`src/verilog/hpmb_pkg.sv`:
```
// shared constants for the buffer and its controller
package hpmb_pkg;
    // controller registers, byte offsets on the apb bus
    localparam logic [7:0] CTRL_OFS = 8'h00;
    localparam logic [7:0] BURST_OFS = 8'h04;
    localparam logic [7:0] STATUS_OFS = 8'h08;
    // ctrl fields, all active high in the register
    localparam int HOST_ADDR_SEL_BIT = 0;
    localparam int HOST_DATA_SEL_BIT = 1;
    localparam int MEM_DATA_SEL_BIT = 2;
    localparam int PCI_SEL_BIT = 3;
    localparam int FLAG_BIT = 4;
    localparam int READ_HOLD_BIT = 5;
    localparam int LE_BIT = 6;
    localparam int BYPASS_BIT = 7;
    localparam int SNOOP_OE_BIT = 8;
    localparam int SIZE_LSB = 9;
    localparam int CTRL_W = 11;
    localparam logic [10:0] CTRL_RST = 11'h000;
    // status fields
    localparam int ST_PAR_OK_BIT = 0;
    localparam int ST_AD_PAR_BIT = 1;
    localparam int ST_MSB_BIT = 2;
    localparam int ST_FLAG_PEND_BIT = 3;
    localparam int ST_BURST_BUSY_BIT = 4;
    // transfer size codes and low address masks for little endian
    localparam logic [1:0] SIZE_1B = 2'h0;
    localparam logic [1:0] SIZE_2B = 2'h1;
    localparam logic [1:0] SIZE_4B = 2'h2;
    localparam logic [2:0] XOR_1B = 3'h7;
    localparam logic [2:0] XOR_2B = 3'h6;
    localparam logic [2:0] XOR_4B = 3'h4;
    localparam logic [2:0] XOR_8B = 3'h0;
    // memory parity sense: 0 even, 1 odd
    localparam logic PAR_ODD = 1'b0;
    // timing
    localparam int CLK_PERIOD_NS = 25;
    localparam int BURST_LOW_NS = 100;
    localparam int BURST_LOW_CYC = (BURST_LOW_NS + CLK_PERIOD_NS - 1) / CLK_PERIOD_NS;
endpackage : hpmb_pkg

```
`src/verilog/hpmb_link_if.sv`:
```
// link between the datapath buffer and its bridge controller
`timescale 1ns/1ps
`default_nettype none
interface hpmb_link_if (
    input wire logic pci_clk
);
    logic host_addr_sel_n;
    logic host_data_sel_n;
    logic mem_data_sel_n;
    logic pci_sel_n;
    logic address_phase_flag;
    logic burst_strobe_n;
    logic pci_read_hold_n;
    logic little_endian_select_n;
    logic translation_bypass;
    logic host_addr_oe_n;
    logic [1:0] xfer_size;
    logic memory_parity_ok;
    logic ad_parity;
    logic pci_addr_msb;

    modport device (
        input pci_clk, host_addr_sel_n, host_data_sel_n, mem_data_sel_n, pci_sel_n,
        input address_phase_flag, burst_strobe_n, pci_read_hold_n,
        input little_endian_select_n, translation_bypass, host_addr_oe_n, xfer_size,
        output memory_parity_ok, ad_parity, pci_addr_msb
    );
    modport ctrl (
        input pci_clk, memory_parity_ok, ad_parity, pci_addr_msb,
        output host_addr_sel_n, host_data_sel_n, mem_data_sel_n, pci_sel_n,
        output address_phase_flag, burst_strobe_n, pci_read_hold_n,
        output little_endian_select_n, translation_bypass, host_addr_oe_n, xfer_size
    );
endinterface : hpmb_link_if
`default_nettype wire

```
`src/verilog/hpmb_buffer.sv`:
```
// address and data path buffer between host, memory and pci buses
`timescale 1ns/1ps
`default_nettype none
module hpmb_buffer (
    // clock and reset
    input wire logic REF_CLK_IN,
    input wire logic RST_B_IN,
    // link from the controller
    hpmb_link_if.device LINK,
    // host address bus
    input wire logic [31:0] HOST_ADDR_IN,
    output logic [31:0] HOST_ADDR_OUT,
    output logic HOST_ADDR_OE_OUT,
    // host data bus
    input wire logic [63:0] HOST_DATA_IN,
    output logic [63:0] HOST_DATA_OUT,
    output logic HOST_DATA_OE_OUT,
    // memory bus
    input wire logic [63:0] MEM_DATA_IN,
    input wire logic [7:0] MEM_PAR_IN,
    output logic [63:0] MEM_DATA_OUT,
    output logic [7:0] MEM_PAR_OUT,
    output logic MEM_DATA_OE_OUT,
    output logic [31:0] MEM_ADDR_OUT,
    // pci address/data pins
    input wire logic [31:0] PCI_AD_IN,
    output logic [31:0] PCI_AD_OUT,
    output logic PCI_AD_OE_OUT
);
    logic [1:0] pclk_s;
    logic [31:0] ad_s1, ad_s2;
    logic pclk_d_q;
    logic burst_d_q;
    logic psel_d_q;
    logic [31:0] host_a_q;
    logic [31:0] pci_lat_q;
    logic [31:0] cnt_q;
    logic open_q;
    logic [31:0] pci_dat_q;
    logic phase_q;

    function automatic logic [63:0] lane_swap(input logic [63:0] d, input logic le);
        logic [63:0] r;
        r = d;
        if (le) begin
            for (int i = 0; i < 8; i++) begin
                r[8*i +: 8] = d[8*(7-i) +: 8];
            end
        end
        return r;
    endfunction : lane_swap

    function automatic logic [7:0] byte_par(input logic [63:0] d);
        logic [7:0] p;
        p = 8'h00;
        for (int i = 0; i < 8; i++) begin
            p[i] = (^d[8*i +: 8]) ^ hpmb_pkg::PAR_ODD;
        end
        return p;
    endfunction : byte_par

    // edges, all seen on the reference clock
    wire pclk_rise = pclk_s[1] & ~pclk_d_q;
    wire burst_fall = burst_d_q & ~LINK.burst_strobe_n;
    wire psel_fall = psel_d_q & ~LINK.pci_sel_n;
    wire le = ~LINK.little_endian_select_n;
    wire flag = LINK.address_phase_flag;

    // host address transform
    wire [1:0] size = LINK.xfer_size;
    wire [2:0] xor_m = (size == hpmb_pkg::SIZE_1B) ? hpmb_pkg::XOR_1B :
        (size == hpmb_pkg::SIZE_2B) ? hpmb_pkg::XOR_2B :
        (size == hpmb_pkg::SIZE_4B) ? hpmb_pkg::XOR_4B : hpmb_pkg::XOR_8B;
    wire [2:0] low_t = HOST_ADDR_IN[2:0] ^ (le ? xor_m : 3'h0);
    wire [31:0] host_a_t = {HOST_ADDR_IN[31:3], low_t};

    // pci address latch and translation
    wire lat_open = ~LINK.pci_sel_n & flag & ~pclk_s[1];
    wire [31:0] lat_v = lat_open ? ad_s2 : pci_lat_q;
    wire [1:0] top_in = lat_v[31:30];
    wire [1:0] top_map = top_in[1] ? {1'b0, top_in[0]} : 2'h3;
    wire [1:0] top_x = LINK.translation_bypass ? top_in : top_map;
    wire [31:0] pci_x = {top_x, lat_v[29:0]};

    // pci burst counter, transparent until the first counting strobe
    wire cnt_en = ~LINK.pci_sel_n | ~flag;
    wire [31:0] cnt_v = open_q ? pci_x : cnt_q;
    wire [29:0] cnt_inc = cnt_v[31:2] + 30'h1;

    // internal address bus
    wire [31:0] int_addr = LINK.pci_sel_n ? host_a_q : cnt_v;

    // internal data bus
    wire [63:0] host_w = lane_swap(HOST_DATA_IN, le);
    wire [63:0] pci_rep = {pci_dat_q, pci_dat_q};
    wire [63:0] int_data = !LINK.host_data_sel_n ? host_w :
        !LINK.mem_data_sel_n ? MEM_DATA_IN :
        !LINK.pci_sel_n ? pci_rep : 64'h0;
    wire [63:0] host_r = lane_swap(int_data, le);

    // pci output mux
    wire [31:0] pci_half = int_addr[2] ? int_data[63:32] : int_data[31:0];
    wire [31:0] pci_out = phase_q ? int_addr : pci_half;
    wire pci_oe = LINK.pci_sel_n & (flag | phase_q | ~LINK.host_data_sel_n);
    wire par_ok = byte_par(MEM_DATA_IN) == MEM_PAR_IN;

    // synchronisers and edge history
    always_ff @(posedge REF_CLK_IN or negedge RST_B_IN) begin
        if (!RST_B_IN) begin
            pclk_s <= 2'h0;
            ad_s1 <= 32'h0;
            ad_s2 <= 32'h0;
            pclk_d_q <= 1'b0;
            burst_d_q <= 1'b1;
            psel_d_q <= 1'b1;
        end else begin
            pclk_s <= {pclk_s[0], LINK.pci_clk};
            ad_s1 <= PCI_AD_IN;
            ad_s2 <= ad_s1;
            pclk_d_q <= pclk_s[1];
            burst_d_q <= LINK.burst_strobe_n;
            psel_d_q <= LINK.pci_sel_n;
        end
    end

    // host address hold latch and burst field
    always_ff @(posedge REF_CLK_IN or negedge RST_B_IN) begin
        if (!RST_B_IN) begin
            host_a_q <= 32'h0;
        end else if (LINK.host_addr_sel_n) begin
            host_a_q <= host_a_t;
        end else if (burst_fall && LINK.pci_sel_n) begin
            host_a_q[4:3] <= host_a_q[4:3] + 2'h1;
        end
    end

    // pci address latch
    always_ff @(posedge REF_CLK_IN or negedge RST_B_IN) begin
        if (!RST_B_IN) begin
            pci_lat_q <= 32'h0;
        end else if (lat_open) begin
            pci_lat_q <= ad_s2;
        end
    end

    // pci burst counter
    always_ff @(posedge REF_CLK_IN or negedge RST_B_IN) begin
        if (!RST_B_IN) begin
            cnt_q <= 32'h0;
            open_q <= 1'b0;
        end else if (burst_fall && cnt_en) begin
            cnt_q <= {cnt_inc, cnt_v[1:0]};
            open_q <= 1'b0;
        end else if (psel_fall) begin
            open_q <= 1'b1;
        end
    end

    // pci read data latch and address/data phase flip-flop
    always_ff @(posedge REF_CLK_IN or negedge RST_B_IN) begin
        if (!RST_B_IN) begin
            pci_dat_q <= 32'h0;
            phase_q <= 1'b0;
        end else if (pclk_rise) begin
            if (LINK.pci_read_hold_n) begin
                pci_dat_q <= ad_s2;
            end
            phase_q <= flag;
        end
    end

    // registered pin outputs
    always_ff @(posedge REF_CLK_IN or negedge RST_B_IN) begin
        if (!RST_B_IN) begin
            HOST_ADDR_OUT <= 32'h0;
            HOST_ADDR_OE_OUT <= 1'b0;
            HOST_DATA_OUT <= 64'h0;
            HOST_DATA_OE_OUT <= 1'b0;
            MEM_DATA_OUT <= 64'h0;
            MEM_PAR_OUT <= 8'h00;
            MEM_DATA_OE_OUT <= 1'b0;
            MEM_ADDR_OUT <= 32'h0;
            PCI_AD_OUT <= 32'h0;
            PCI_AD_OE_OUT <= 1'b0;
        end else begin
            HOST_ADDR_OUT <= cnt_v;
            HOST_ADDR_OE_OUT <= ~LINK.host_addr_oe_n;
            HOST_DATA_OUT <= host_r;
            HOST_DATA_OE_OUT <= (~LINK.mem_data_sel_n | ~LINK.pci_sel_n)
                & LINK.host_addr_oe_n & LINK.host_data_sel_n;
            MEM_DATA_OUT <= int_data;
            MEM_PAR_OUT <= byte_par(int_data);
            MEM_DATA_OE_OUT <= ~LINK.host_data_sel_n;
            MEM_ADDR_OUT <= int_addr;
            PCI_AD_OUT <= pci_out;
            PCI_AD_OE_OUT <= pci_oe;
        end
    end

    // status back to the controller
    always_ff @(posedge REF_CLK_IN or negedge RST_B_IN) begin
        if (!RST_B_IN) begin
            LINK.memory_parity_ok <= 1'b0;
            LINK.ad_parity <= 1'b0;
            LINK.pci_addr_msb <= 1'b0;
        end else begin
            LINK.memory_parity_ok <= par_ok;
            LINK.ad_parity <= ^pci_out;
            LINK.pci_addr_msb <= lat_v[31];
        end
    end
endmodule : hpmb_buffer
`default_nettype wire

```
`src/flat_wrapper.sv`:
```
// flat-port wrapper written by rule: the top's interface ports become plain ports
module hpmb_buffer_flat 
  (REF_CLK_IN, RST_B_IN, HOST_ADDR_IN, HOST_ADDR_OUT, HOST_ADDR_OE_OUT, HOST_DATA_IN, HOST_DATA_OUT, HOST_DATA_OE_OUT, MEM_DATA_IN, MEM_PAR_IN, MEM_DATA_OUT, MEM_PAR_OUT, MEM_DATA_OE_OUT, MEM_ADDR_OUT, PCI_AD_IN, PCI_AD_OUT, PCI_AD_OE_OUT, pci_clk, LINK_host_addr_sel_n, LINK_host_data_sel_n, LINK_mem_data_sel_n, LINK_pci_sel_n, LINK_address_phase_flag, LINK_burst_strobe_n, LINK_pci_read_hold_n, LINK_little_endian_select_n, LINK_translation_bypass, LINK_host_addr_oe_n, LINK_xfer_size, LINK_memory_parity_ok, LINK_ad_parity, LINK_pci_addr_msb);
  hpmb_link_if LINK_i (.pci_clk(pci_clk));
  input wire logic REF_CLK_IN;
  input wire logic RST_B_IN;
  input wire logic [31:0] HOST_ADDR_IN;
  output logic [31:0] HOST_ADDR_OUT;
  output logic HOST_ADDR_OE_OUT;
  input wire logic [63:0] HOST_DATA_IN;
  output logic [63:0] HOST_DATA_OUT;
  output logic HOST_DATA_OE_OUT;
  input wire logic [63:0] MEM_DATA_IN;
  input wire logic [7:0] MEM_PAR_IN;
  output logic [63:0] MEM_DATA_OUT;
  output logic [7:0] MEM_PAR_OUT;
  output logic MEM_DATA_OE_OUT;
  output logic [31:0] MEM_ADDR_OUT;
  input wire logic [31:0] PCI_AD_IN;
  output logic [31:0] PCI_AD_OUT;
  output logic PCI_AD_OE_OUT;
  input wire logic pci_clk;
  input wire logic [$bits(LINK_i.host_addr_sel_n)-1:0] LINK_host_addr_sel_n;
  input wire logic [$bits(LINK_i.host_data_sel_n)-1:0] LINK_host_data_sel_n;
  input wire logic [$bits(LINK_i.mem_data_sel_n)-1:0] LINK_mem_data_sel_n;
  input wire logic [$bits(LINK_i.pci_sel_n)-1:0] LINK_pci_sel_n;
  input wire logic [$bits(LINK_i.address_phase_flag)-1:0] LINK_address_phase_flag;
  input wire logic [$bits(LINK_i.burst_strobe_n)-1:0] LINK_burst_strobe_n;
  input wire logic [$bits(LINK_i.pci_read_hold_n)-1:0] LINK_pci_read_hold_n;
  input wire logic [$bits(LINK_i.little_endian_select_n)-1:0] LINK_little_endian_select_n;
  input wire logic [$bits(LINK_i.translation_bypass)-1:0] LINK_translation_bypass;
  input wire logic [$bits(LINK_i.host_addr_oe_n)-1:0] LINK_host_addr_oe_n;
  input wire logic [$bits(LINK_i.xfer_size)-1:0] LINK_xfer_size;
  output wire logic [$bits(LINK_i.memory_parity_ok)-1:0] LINK_memory_parity_ok;
  output wire logic [$bits(LINK_i.ad_parity)-1:0] LINK_ad_parity;
  output wire logic [$bits(LINK_i.pci_addr_msb)-1:0] LINK_pci_addr_msb;
  assign LINK_i.host_addr_sel_n = LINK_host_addr_sel_n;
  assign LINK_i.host_data_sel_n = LINK_host_data_sel_n;
  assign LINK_i.mem_data_sel_n = LINK_mem_data_sel_n;
  assign LINK_i.pci_sel_n = LINK_pci_sel_n;
  assign LINK_i.address_phase_flag = LINK_address_phase_flag;
  assign LINK_i.burst_strobe_n = LINK_burst_strobe_n;
  assign LINK_i.pci_read_hold_n = LINK_pci_read_hold_n;
  assign LINK_i.little_endian_select_n = LINK_little_endian_select_n;
  assign LINK_i.translation_bypass = LINK_translation_bypass;
  assign LINK_i.host_addr_oe_n = LINK_host_addr_oe_n;
  assign LINK_i.xfer_size = LINK_xfer_size;
  assign LINK_memory_parity_ok = LINK_i.memory_parity_ok;
  assign LINK_ad_parity = LINK_i.ad_parity;
  assign LINK_pci_addr_msb = LINK_i.pci_addr_msb;
  hpmb_buffer u_core (.REF_CLK_IN(REF_CLK_IN), .RST_B_IN(RST_B_IN), .LINK(LINK_i), .HOST_ADDR_IN(HOST_ADDR_IN), .HOST_ADDR_OUT(HOST_ADDR_OUT), .HOST_ADDR_OE_OUT(HOST_ADDR_OE_OUT), .HOST_DATA_IN(HOST_DATA_IN), .HOST_DATA_OUT(HOST_DATA_OUT), .HOST_DATA_OE_OUT(HOST_DATA_OE_OUT), .MEM_DATA_IN(MEM_DATA_IN), .MEM_PAR_IN(MEM_PAR_IN), .MEM_DATA_OUT(MEM_DATA_OUT), .MEM_PAR_OUT(MEM_PAR_OUT), .MEM_DATA_OE_OUT(MEM_DATA_OE_OUT), .MEM_ADDR_OUT(MEM_ADDR_OUT), .PCI_AD_IN(PCI_AD_IN), .PCI_AD_OUT(PCI_AD_OUT), .PCI_AD_OE_OUT(PCI_AD_OE_OUT));
endmodule
```
`config.mk`:
```
export PLATFORM = sky130hd
export DESIGN_NAME = hpmb_buffer_flat
export DESIGN_NICKNAME = d
export VERILOG_FILES = /design/src/verilog/hpmb_pkg.sv /design/src/verilog/hpmb_link_if.sv /design/src/verilog/hpmb_buffer.sv /design/src/flat_wrapper.sv
export SDC_FILE = /design/constraint.sdc
export NUM_CORES = 1
export LEC_CHECK = 0
export ABC_CLOCK_PERIOD_IN_PS = 3250
export BUFFER_PORTS_ARGS = -buffer_cell sky130_fd_sc_hd__clkbuf_2
export CORE_UTILIZATION = 49
export DETAILED_ROUTE_END_ITERATION = 6
export GPL_TIMING_DRIVEN = 0
export PLACE_DENSITY = 0.77
export SETUP_SLACK_MARGIN = 0.2
export SLEW_MARGIN = 20
export SYNTH_ARGS = -nofsm -noshare
export SYNTH_HDL_FRONTEND = slang
export SYNTH_SLANG_ARGS = --single-unit
```
`constraint.sdc`:
```
create_clock -name REF_CLK_IN -period 3.25 [get_ports REF_CLK_IN]
set_input_delay 0.8125 -clock REF_CLK_IN [delete_from_list [all_inputs] [get_ports REF_CLK_IN]]
set_output_delay 0.8125 -clock REF_CLK_IN [all_outputs]
set_load 0.02 [all_outputs]
```
==> flow_summary.ini, run 1 <==
[run_status]
status = finished, violations left
violations = negative setup slack

[place]
place_inst = 2625
place_worst_setup_slack_ns = -1.89
dp_hpwl_um = 52600
port_buffers = 452
globalplace.congestion = 0.977

[layout]
layout.nets = 2433
stdcell_count = 2768
final_util_pct = 66.6
final_cell_mix = clkbuf_2, dfrtp_1, nand2_1
n_fill_cell = 2910
final_common_cell = clkbuf_2
drive_gt1_share_pct = 39.9
area_growth_pct = 33.0

[power_and_ir_drop]
power.density_nw_per_um2 = 687
p_leak_uw = 0.0125
power_frac_comb_pct = 29.8
p_int_uw = 11600
peakVddDrop_mv = 0.503
swShare_pct = 33.1
seqPwrFrac_pct = 39.3
clock_power_share_pct = 30.9
p_sw_uw = 5740

[setup_path]
critPathSlowestCell = dfrtp_2
max_stage_delay_ns = 0.42
critPathKind = register to register
critPathBufInv = 2
end_kind = register
critPathLaunchType = register
r2r.worst_path.cells = 12
critical_path.cell_chain = or3b_1 > buf_6 > buf_4 > mux2_4 > mux2i_4 > o21ai_1 > a211o_1 > xnor2_2 > xnor3_1 > xnor3_1 > xnor3_2 > xnor3_1
cp.required_ns = 3.69
crit_fanout = 7
timing.rr.end = u_core.LINK.ad_parity
cp_top_family = XOR/XNOR gates
ff2ff_setup_slack_ns = -0.23
rr_startpoint = u_core.pclk_s[1]
cpMostUsedCell = xnor3_1
arrival_ns = 3.92

[job]
cap_violations = 0

[floorplanning]
die_h_um = 199
ioPinCount = 454
core_sq_um = 37900
rows = 71
fp.dieArea_sq_um = 39600
die_w_um = 199
start_util_pct = 50.1

[route]
first_pass_iters = 5
viasPerCell = 5.47
routedWlPerCell_um = 25.1
wirelength_um = 69600
route.detailed.drc = 0
drt_iter0_markers = 1435
ant_nets = 0
via_count = 15100

[clock_tree]
cts-root-buf = clkbuf_16
cts_sinks = 437
cts_buffer_depth = 3
cts_hold_buf = 0
cts_tree = done
worstSkewPairLatency_ns = 0.58
cts_max_level = 2
cts.clk_slew.worst_paths_ns = 0.06
cts_inserted_buffers = 44

[synthesis]
syn-num-nets = 1871
ys_seq_elements = 437
ys_async_sr_fraction_pct = 100
synth_cell_types = 52
synthCells = 1655
synth-edff-count = 0
ys_seq_area_share_pct = 57.6
synthesis.area_sq_um = 19000
synthFlopType = dfrtp_1
ys_warn_count = 0
syn_area_per_cell_sq_um = 11.5

[grt]
grt_pass1_wl_um = 98600
antenna_found_initial = 9
grt.overflow.total = 0
grt_max_degree = 97
grtUsageTotal_pct = 34.9
first_global_vias = 15400

[sta]
final-setup-viol-count = 1
slew_headroom_pct = 25.0
min_period_ns = 3.48
hold_viol = 0
tightest_slew_ns = 1.13
drv_slew = 0
fin_crit_sh_pct = 107
finClkSkew_ns = 0.0190
max_freq_mhz = 287
layout_setup_ws_ns = -0.230
rsz0062_at_grt = true

[hold_path]
hp-class = input port to async pin
-- state kept, by name (all words and copies together), names as in the netlist, 2 cells and up --
name,flops
u_core.pci_dat_q,32
u_core.MEM_PAR_OUT,8
u_core.PCI_AD_OUT,32
u_core.cnt_q,32
u_core.MEM_DATA_OUT,64
u_core.pclk_s,2
u_core.HOST_DATA_OUT,64
u_core.host_a_q,32
u_core.pci_lat_q,31
u_core.HOST_ADDR_OUT,32
u_core.ad_s1,32
u_core.MEM_ADDR_OUT,32
u_core.ad_s2,32
-- how the worst max path moves through the flow --
stage                    startpoint                       end  slack [ns]  depth (start not counted)
2_1_floorplan        LINK_pci_sel_n     u_core.LINK.ad_parity       -0.40                         13
3_3_place_gp               RST_B_IN  u_core.HOST_DATA_OUT[25]       -8.05                          1
3_5_place_dp   LINK_host_data_sel_n     u_core.LINK.ad_parity       -1.89                         13
4_1_cts            u_core.pclk_s[1]     u_core.LINK.ad_parity       -0.18                         12
5_1_grt            u_core.pclk_s[1]     u_core.LINK.ad_parity       -0.28                         10
6_report           u_core.pclk_s[1]     u_core.LINK.ad_parity       -0.23                         12
-- through the flow --
step | area (sq um) | hold WS, ns | TNS [ns] | total power [uW]
2_1_floorplan | 19100 | 0.331 | -2.02 | 9670
3_3_place_gp | 22000 | 0.335 | -3572.02 | 11400
3_5_place_dp | 22200 | 0.335 | -82.13 | 11500
4_1_cts | 24900 | 0.141 | -0.181 | 17200
5_1_grt | 25300 | 0.156 | -0.826 | 17900
6_report | 25300 | 0.154 | -0.230 | 17300
-- power groups by stage --
stage / clock (uW) / combinational, uW / sequential [uW]
global placement: 0 / 4540 / 6860
detailed placement: 0 / 4620 / 6860
CTS: 5400 / 5010 / 6790
floorplan: 0 / 2300 / 7370
finish: 5360 / 5160 / 6820
global route: 5600 / 5460 / 6880
-- Yosys cell counts (all sizes together) (2+ instances only) --
library cell,count,share of area (%)
dfrtp,435,57
nand2,155,3.1
xnor2,151,7.0
mux2,128,7.7
inv,118,2.3
o21ai,117,3.1
mux2i,110,5.9
nor3,62,1.6
nor2,53,1.0
clkbuf,51,1.0
a21oi,46,1.2
nand3,38,1.0
buf,36,0.90
nand2b,36,1.2
a211o,29,1.3
xor2,21,0.97
nor2b,9,0.30
a31oi,7,0.23
a211oi,6,0.24
nand4,6,0.20
xnor3,5,0.59
and3,4,0.13
a21o,3,0.12
nand3b,3,0.12
nor3b,3,0.12
nor4,3,0.13
dfstp,2,0.28
o31ai,2,0.079
or2,2,0.066
-- kinds of logic after synthesis --
kind of cell             after synthesis  synth area share (%)
multiplexers                         238                  13.6
adder cells (fa/ha/maj)                1                0.0659
buffers and inverters                205                  4.24
AO/OA/AOI/OAI                        216                  6.59
AND/OR/NAND/NOR                      380                  9.25
flip-flops                           437                  57.6
XOR/XNOR                             178                  8.69
-- worst reg2reg max path, delay by kind of cell (launching register included) --
kind / cells / cell delay [ns]
AND/OR/NAND/NOR: 1 / 0.39
multiplexers: 2 / 0.47
XOR/XNOR: 5 / 1.28
buffers and inverters: 2 / 0.30
flip-flops: 1 / 0.42
AO/OA/AOI/OAI: 2 / 0.48
-- layout make-up --
cell class	count	area, sq um	area share (%)
multi-input cells	1013	8140	32.2
repair buffers	516	2950	11.7
inverters	118	443	1.75
well taps	511	639	2.53
clock buffers	57	1270	5.03
plain buffers	87	607	2.40
diodes	9	22.5	0.0891
flip-flops and latches	437	10900	43.3
clock inverters	20	254	1.01
-- repair_timing --
action / CTS / global route
cloned: 1 / 1
resized for setup: 238 / 57
pin swaps: 29 / 20
endpoints found under the setup margin: 85 / 29
buffers inserted: 42 / 13
-- layer usage --
metal / wire (um) / global-route usage, % / vias to the layer above
met5: 0 / 0 / -
met4: 3530 / 18.1 / 0
met3: 5310 / 6.63 / 202
met2: 32700 / 55.7 / 803
met1: 28000 / 45.3 / 7493
li1: - / - / 6650
No activity file was read; power rests on OpenSTA's default activity.
==> run 2, diff against run 1 <==
--- a/config.mk
+++ b/config.mk
@@ -5,10 +5,10 @@
 export SDC_FILE = /design/constraint.sdc
 export NUM_CORES = 1
 export LEC_CHECK = 0
-export ABC_CLOCK_PERIOD_IN_PS = 3250
 export BUFFER_PORTS_ARGS = -buffer_cell sky130_fd_sc_hd__clkbuf_2
 export CORE_UTILIZATION = 49
 export DETAILED_ROUTE_END_ITERATION = 6
+export GPL_ROUTABILITY_DRIVEN = 0
 export GPL_TIMING_DRIVEN = 0
 export PLACE_DENSITY = 0.77
 export SETUP_SLACK_MARGIN = 0.2
==> constraint.sdc (replaced) <==
create_clock -name REF_CLK_IN -period 3.25 [get_ports REF_CLK_IN]
set_input_delay 0 -clock REF_CLK_IN [delete_from_list [all_inputs] [get_ports REF_CLK_IN]]
set_output_delay 0 -clock REF_CLK_IN [all_outputs]
set_load 0.02 [all_outputs]
==> run 2 against run 1 <==
The run ends with design-rule violations, negative setup slack left. Clock power about the same. Global-route usage increased by 0.54 points. Setup slack got worse by 0.015 ns. Combinational power increased by 2%. Final cell count increased by 3.9%. Via count increased by 7.4%.
==> flow_summary.ini, run 2 (synthesis results as in run 1) <==
[grt]
grt_max_degree = 99
busiest_layer = met2
antenna_found_initial = 4
grtUsageTotal_pct = 35.4
first_global_vias = 16200
grt_use_met3_pct = 7.58
grt_pass1_wl_um = 101000
grt.overflow.total = 0
grtUsageMet1_pct = 44.2
use_met2_pct = 56.7

[place]
place_inst = 2623
dp_hpwl_um = 51000
port_buffers = 452
place_worst_setup_slack_ns = -1.32

[route]
ant_nets = 0
drt_iter0_markers = 1671
routedWlPerCell_um = 24.7
route.detailed.drc = 1
viasPerCell = 5.65
first_pass_iters = 7
via_count = 16300
wirelength_um = 71100

[clock_tree]
worstSkewPairLatency_ns = 0.57
cts_inserted_buffers = 44
cts_tree = done
cts_max_level = 2
cts-root-buf = clkbuf_16
cts_buffer_depth = 3
cts_sinks = 437
cts.clk_slew.worst_paths_ns = 0.06

[layout]
area_growth_pct = 36.3
final_cell_mix = clkbuf_2, dfrtp_1, nand2_1
final_util_pct = 68.2
final_common_cell = clkbuf_2
stdcell_count = 2877
drive_gt1_share_pct = 34.0
top_regs = u_core.HOST_DATA_OUT: 64 flops, u_core.MEM_DATA_OUT: 64 flops
layout.nets = 2545

[sta]
final-setup-viol-count = 2
max_freq_mhz = 286
fin_crit_sh_pct = 108
rsz0062_at_grt = true
slew_headroom_pct = 11.1
hold_viol = 0
tightest_slew_ns = 1.32
drv_slew = 0
finClkSkew_ns = 0.0191
setup_tns_ns = -0.264
min_period_ns = 3.50
layout_setup_ws_ns = -0.245

[power_and_ir_drop]
peakVddDrop_mv = 0.527
power.density_nw_per_um2 = 671
p_leak_uw = 0.0127

[floorplanning]
ioPinCount = 454
die_h_um = 199
die_w_um = 199
rows = 71
core_sq_um = 37900
fp.dieArea_sq_um = 39600
start_util_pct = 50.1

[setup_path]
critPathKind = register to register
end_kind = register
crit_fanout = 5
cp.required_ns = 3.69
critPathLaunchType = register
arrival_ns = 3.94

[hold_path]
hp-class = input port to register

[run_status]
status = finished, violations left
violations = design-rule violations, negative setup slack

[job]
cap_violations = 0
-- run 2: changes by cell type in the layout (fill, tap and decap cells not counted), sizes merged, moves of 2 or more --
cell         previous run  this run
buf                    98        71
clkbuf                560       562
clkinv                  6        10
clkinvlp                4         0
diode                   9         5
dlygate4sd3             0       142
inv                   123       121
-- run 2: repair_timing --
action	CTS	global route
gates resized for setup	124	57
pin swaps	20	10
gates cloned	0	2
endpoints found under the setup margin	25	32
hold buffers	140	2
buffers inserted	21	6
endpoints found under the hold margin	209	1
-- run 2: area by class of cell --
class                      count  area (sq um)
multi-input combinational   1013          7750
clock inverter                18           234
inverter                     118           443
buffer                        87           500
timing repair buffer         628          4090
fill                        2621         12000
antenna                        5          12.5
tap                          511           639
sequential                   437         10900
clock buffer                  60          1280
-- run 2: critical path: stages, from the launching register on --
cell and delay (ns):
dfrtp_2 0.45, or3b_4 0.42, buf_6 0.16, clkbuf_16 0.16, mux2_2 0.29, mux2i_2 0.33
o21ai_1 0.21, a211o_1 0.38, xnor2_1 0.17, xor3_1 0.46, xnor3_1 0.34
-- run 2: metrics by stage --
stage                     hold WS [ns]  total power, uW  instance area (sq um)
after floorplan                 -0.296             9660                  19000
after global placement           0.110            11400                  21900
after detailed placement        -0.151            11500                  22100
after CTS                      0.00740            17200                  25600
after global routing            0.0146            18000                  25900
final                         0.000604            17400                  25900
-- run 2: path summary, 6_finish.rpt --
| kind | cells past startpoint | slack [ns] | end | startpoint |
|---|---|---|---|---|
| hold reg to reg | 0 | 0.34 | u_core.ad_s2[26] | u_core.ad_s1[26] |
| setup / recovery | 10 | -0.25 | u_core.LINK.ad_parity | u_core.pclk_s[1] |
| setup reg to reg | 10 | -0.25 | u_core.LINK.ad_parity | u_core.pclk_s[1] |
| hold / removal | 5 | 0.0006 | u_core.MEM_DATA_OUT[48] | HOST_DATA_IN[8] |
| min in group asynchronous | 3 | 0.04 | u_core.ad_s1[21] | RST_B_IN |
| max in group asynchronous | 5 | 1.94 | u_core.HOST_DATA_OUT[60] | RST_B_IN |
-- run 2: power breakdown --
group / total, uW / switching, uW / internal [uW]
sequential: 6780 / 453 / 6330
combinational: 5240 / 3090 / 2150
clock: 5350 / 2180 / 3170
total: 17400 / 5730 / 11600
-- run 2: per-layer routing --
| metal | part of all wire (%) | routed length (um) |
|---|---|---|
| met1 | 37 | 26500 |
| met2 | 47 | 33600 |
| met3 | 9.4 | 6700 |
| met4 | 6.0 | 4280 |
| met5 | 0 | 0 |
==> run 3, diff against run 2 <==
--- a/config.mk
+++ b/config.mk
@@ -12,6 +12,7 @@
 export GPL_TIMING_DRIVEN = 0
 export PLACE_DENSITY = 0.77
 export SETUP_SLACK_MARGIN = 0.2
+export SKIP_LAST_GASP = 1
 export SLEW_MARGIN = 20
 export SYNTH_ARGS = -nofsm -noshare
 export SYNTH_HDL_FRONTEND = slang
==> run 3 against run 2 <==
The flow finishes with violations (negative hold slack, negative setup slack). Critical path type is now input port to register. Clock skew is 0.0015 ns higher. Critical path depth is 3 higher. Core utilization is 0.13 points lower. Via count is 0.26% lower. Highest routed layer unchanged. Routed wire length is 0.40% lower. Critical endpoint unchanged. Register-to-register slack better by 0.04 ns. Global-route usage is 0.13 points lower. Non-clock buffer count stayed put. Sequential share of layout area is 0.082 points higher.
==> flow_summary.ini, run 3 (synthesis results as in run 1) <==
[run_status]
status = finished, violations left
violations = negative hold slack, negative setup slack

[clock_tree]
cts_tree = done
cts_max_level = 2
cts_inserted_buffers = 44
cts_buffer_depth = 3
cts_sinks = 437
cts.clk_slew.worst_paths_ns = 0.06
worstSkewPairLatency_ns = 0.58
cts-root-buf = clkbuf_16

[setup_path]
critPathKind = input port to register
arrival_ns = 3.92
critPathLaunchType = input port
crit_fanout = 10
r2r.worst_path.cells = 13
end_kind = register
cp.required_ns = 3.69

[route]
routedWlPerCell_um = 24.6
route.detailed.drc = 0
via_count = 16200
ant_nets = 0
drt_iter0_markers = 1557
wirelength_um = 70800
first_pass_iters = 6
viasPerCell = 5.64

[layout]
top_regs = u_core.HOST_DATA_OUT: 64 flops, u_core.MEM_DATA_OUT: 64 flops
drive_gt1_share_pct = 33.8
final_util_pct = 68.1
n_fill_cell = 2643
regArea_sq_um = 10900
final_cell_mix = clkbuf_2, dfrtp_1, nand2_1
final_common_cell = clkbuf_2
multi_input_area_sq_um = 7720
final_cell_area_sq_um = 25800
area_growth_pct = 36.0
layout.nets = 2545

[place]
place_worst_setup_slack_ns = -1.32
dp_hpwl_um = 51000
placed_area_sq_um = 22100
port_buffers = 452

[sta]
tightest_slew_ns = 1.24
hold_slack_ns = -0.00524
fin_crit_sh_pct = 107
rsz0062_at_grt = true
drv_slew = 0
min_period_ns = 3.48
hold_viol = 1
finClkSkew_ns = 0.0207
final-setup-viol-count = 2
slew_headroom_pct = 16.7
max_freq_mhz = 287
layout_setup_ws_ns = -0.234

[hold_path]
hp-class = input port to register
whs_path_depth = 5

[floorplanning]
die_h_um = 199
core_sq_um = 37900
start_util_pct = 50.1
ioPinCount = 454
rows = 71
fp.dieArea_sq_um = 39600
die_w_um = 199

[power_and_ir_drop]
total_power_uw = 17400
p_leak_uw = 0.0127
power.density_nw_per_um2 = 673
peakVddDrop_mv = 0.525

[grt]
grt.overflow.total = 0
antenna_found_initial = 3
grt_pass1_wl_um = 101000
first_global_vias = 16200
grt_max_degree = 99
grtUsageTotal_pct = 35.3

[job]
cap_violations = 0
run 3: cell types whose count changed in the layout (fill, tap and decap cells not counted), sizes merged:
cell / before / now
clkbuf: 562 / 560
buf: 71 / 73
diode: 5 / 4
run 3: critical path: stages:
cell and delay (ns):
clkbuf_2 0.22, buf_2 0.27, buf_1 0.43, clkbuf_1 0.41, buf_2 0.37, buf_2 0.39, a31oi_2 0.35, o21ai_0 0.31
o31ai_2 0.15, xnor2_1 0.24, xnor2_1 0.17, xnor3_1 0.23, xnor3_1 0.35
run 3: path summary, 6_finish.rpt:
check | start | slack (ns) | endpoint
setup reg to reg | u_core.pclk_s[1] | -0.21 | u_core.LINK.ad_parity
hold / removal | HOST_DATA_IN[8] | -0.005 | u_core.MEM_DATA_OUT[48]
hold reg to reg | u_core.ad_s1[26] | 0.35 | u_core.ad_s2[26]
setup / recovery | LINK_host_data_sel_n | -0.23 | u_core.LINK.ad_parity
max in group asynchronous | RST_B_IN | 1.96 | u_core.HOST_DATA_OUT[60]
min in group asynchronous | RST_B_IN | 0.04 | u_core.ad_s1[21]
run 3: repair_timing:
item                                    in CTS  in global routing
resized for setup                          113                 62
buffers inserted                            21                  8
pin swaps                                   19                 20
hold buffers                               140                  2
endpoints found under the hold margin      209                  1
endpoints found under the setup margin      25                 28
run 3: cell type report:
| class | instances | share of cell area, % |
|---|---|---|
| Sequential cell | 437 | 42.3 |
| Inverter | 118 | 1.71 |
| Clock inverter | 18 | 0.906 |
| Buffer | 87 | 1.97 |
| Timing Repair Buffer | 628 | 15.7 |
| Antenna cell | 4 | 0.0387 |
| Clock buffer | 60 | 4.96 |
| Multi-Input combinational cell | 1013 | 29.9 |
| Tap cell | 511 | 2.47 |
run 3: per-stage QoR:
| stage | std cells | hold WS (ns) | setup TNS, ns |
|---|---|---|---|
| global placement | 2618 | 0.110 | -3106.23 |
| global route | 2875 | 0.0146 | -0.738 |
| detailed placement | 2623 | -0.151 | -13.25 |
| floorplan | 1655 | -0.296 | -0.0248 |
| CTS | 2862 | 0.00740 | -0.645 |
| finish | 2876 | -0.00524 | -0.244 |
run 3: report_power, final:
part / internal (uW) / total, uW / switching [uW] / leakage, uW
Clock: 3170 / 5360 / 2200 / 0.000756
Combinational: 2160 / 5230 / 3080 / 0.00669
Sequential: 6330 / 6780 / 454 / 0.00526
Total: 11600 / 17400 / 5730 / 0.0127
run 3: routing by layer:
metal | part of all wire [%] | global-route usage (%)
met1 | 37 | 44.0
met2 | 47 | 56.8
met3 | 9.3 | 7.31
met5 | 0 | 0
met4 | 6.2 | 21.0
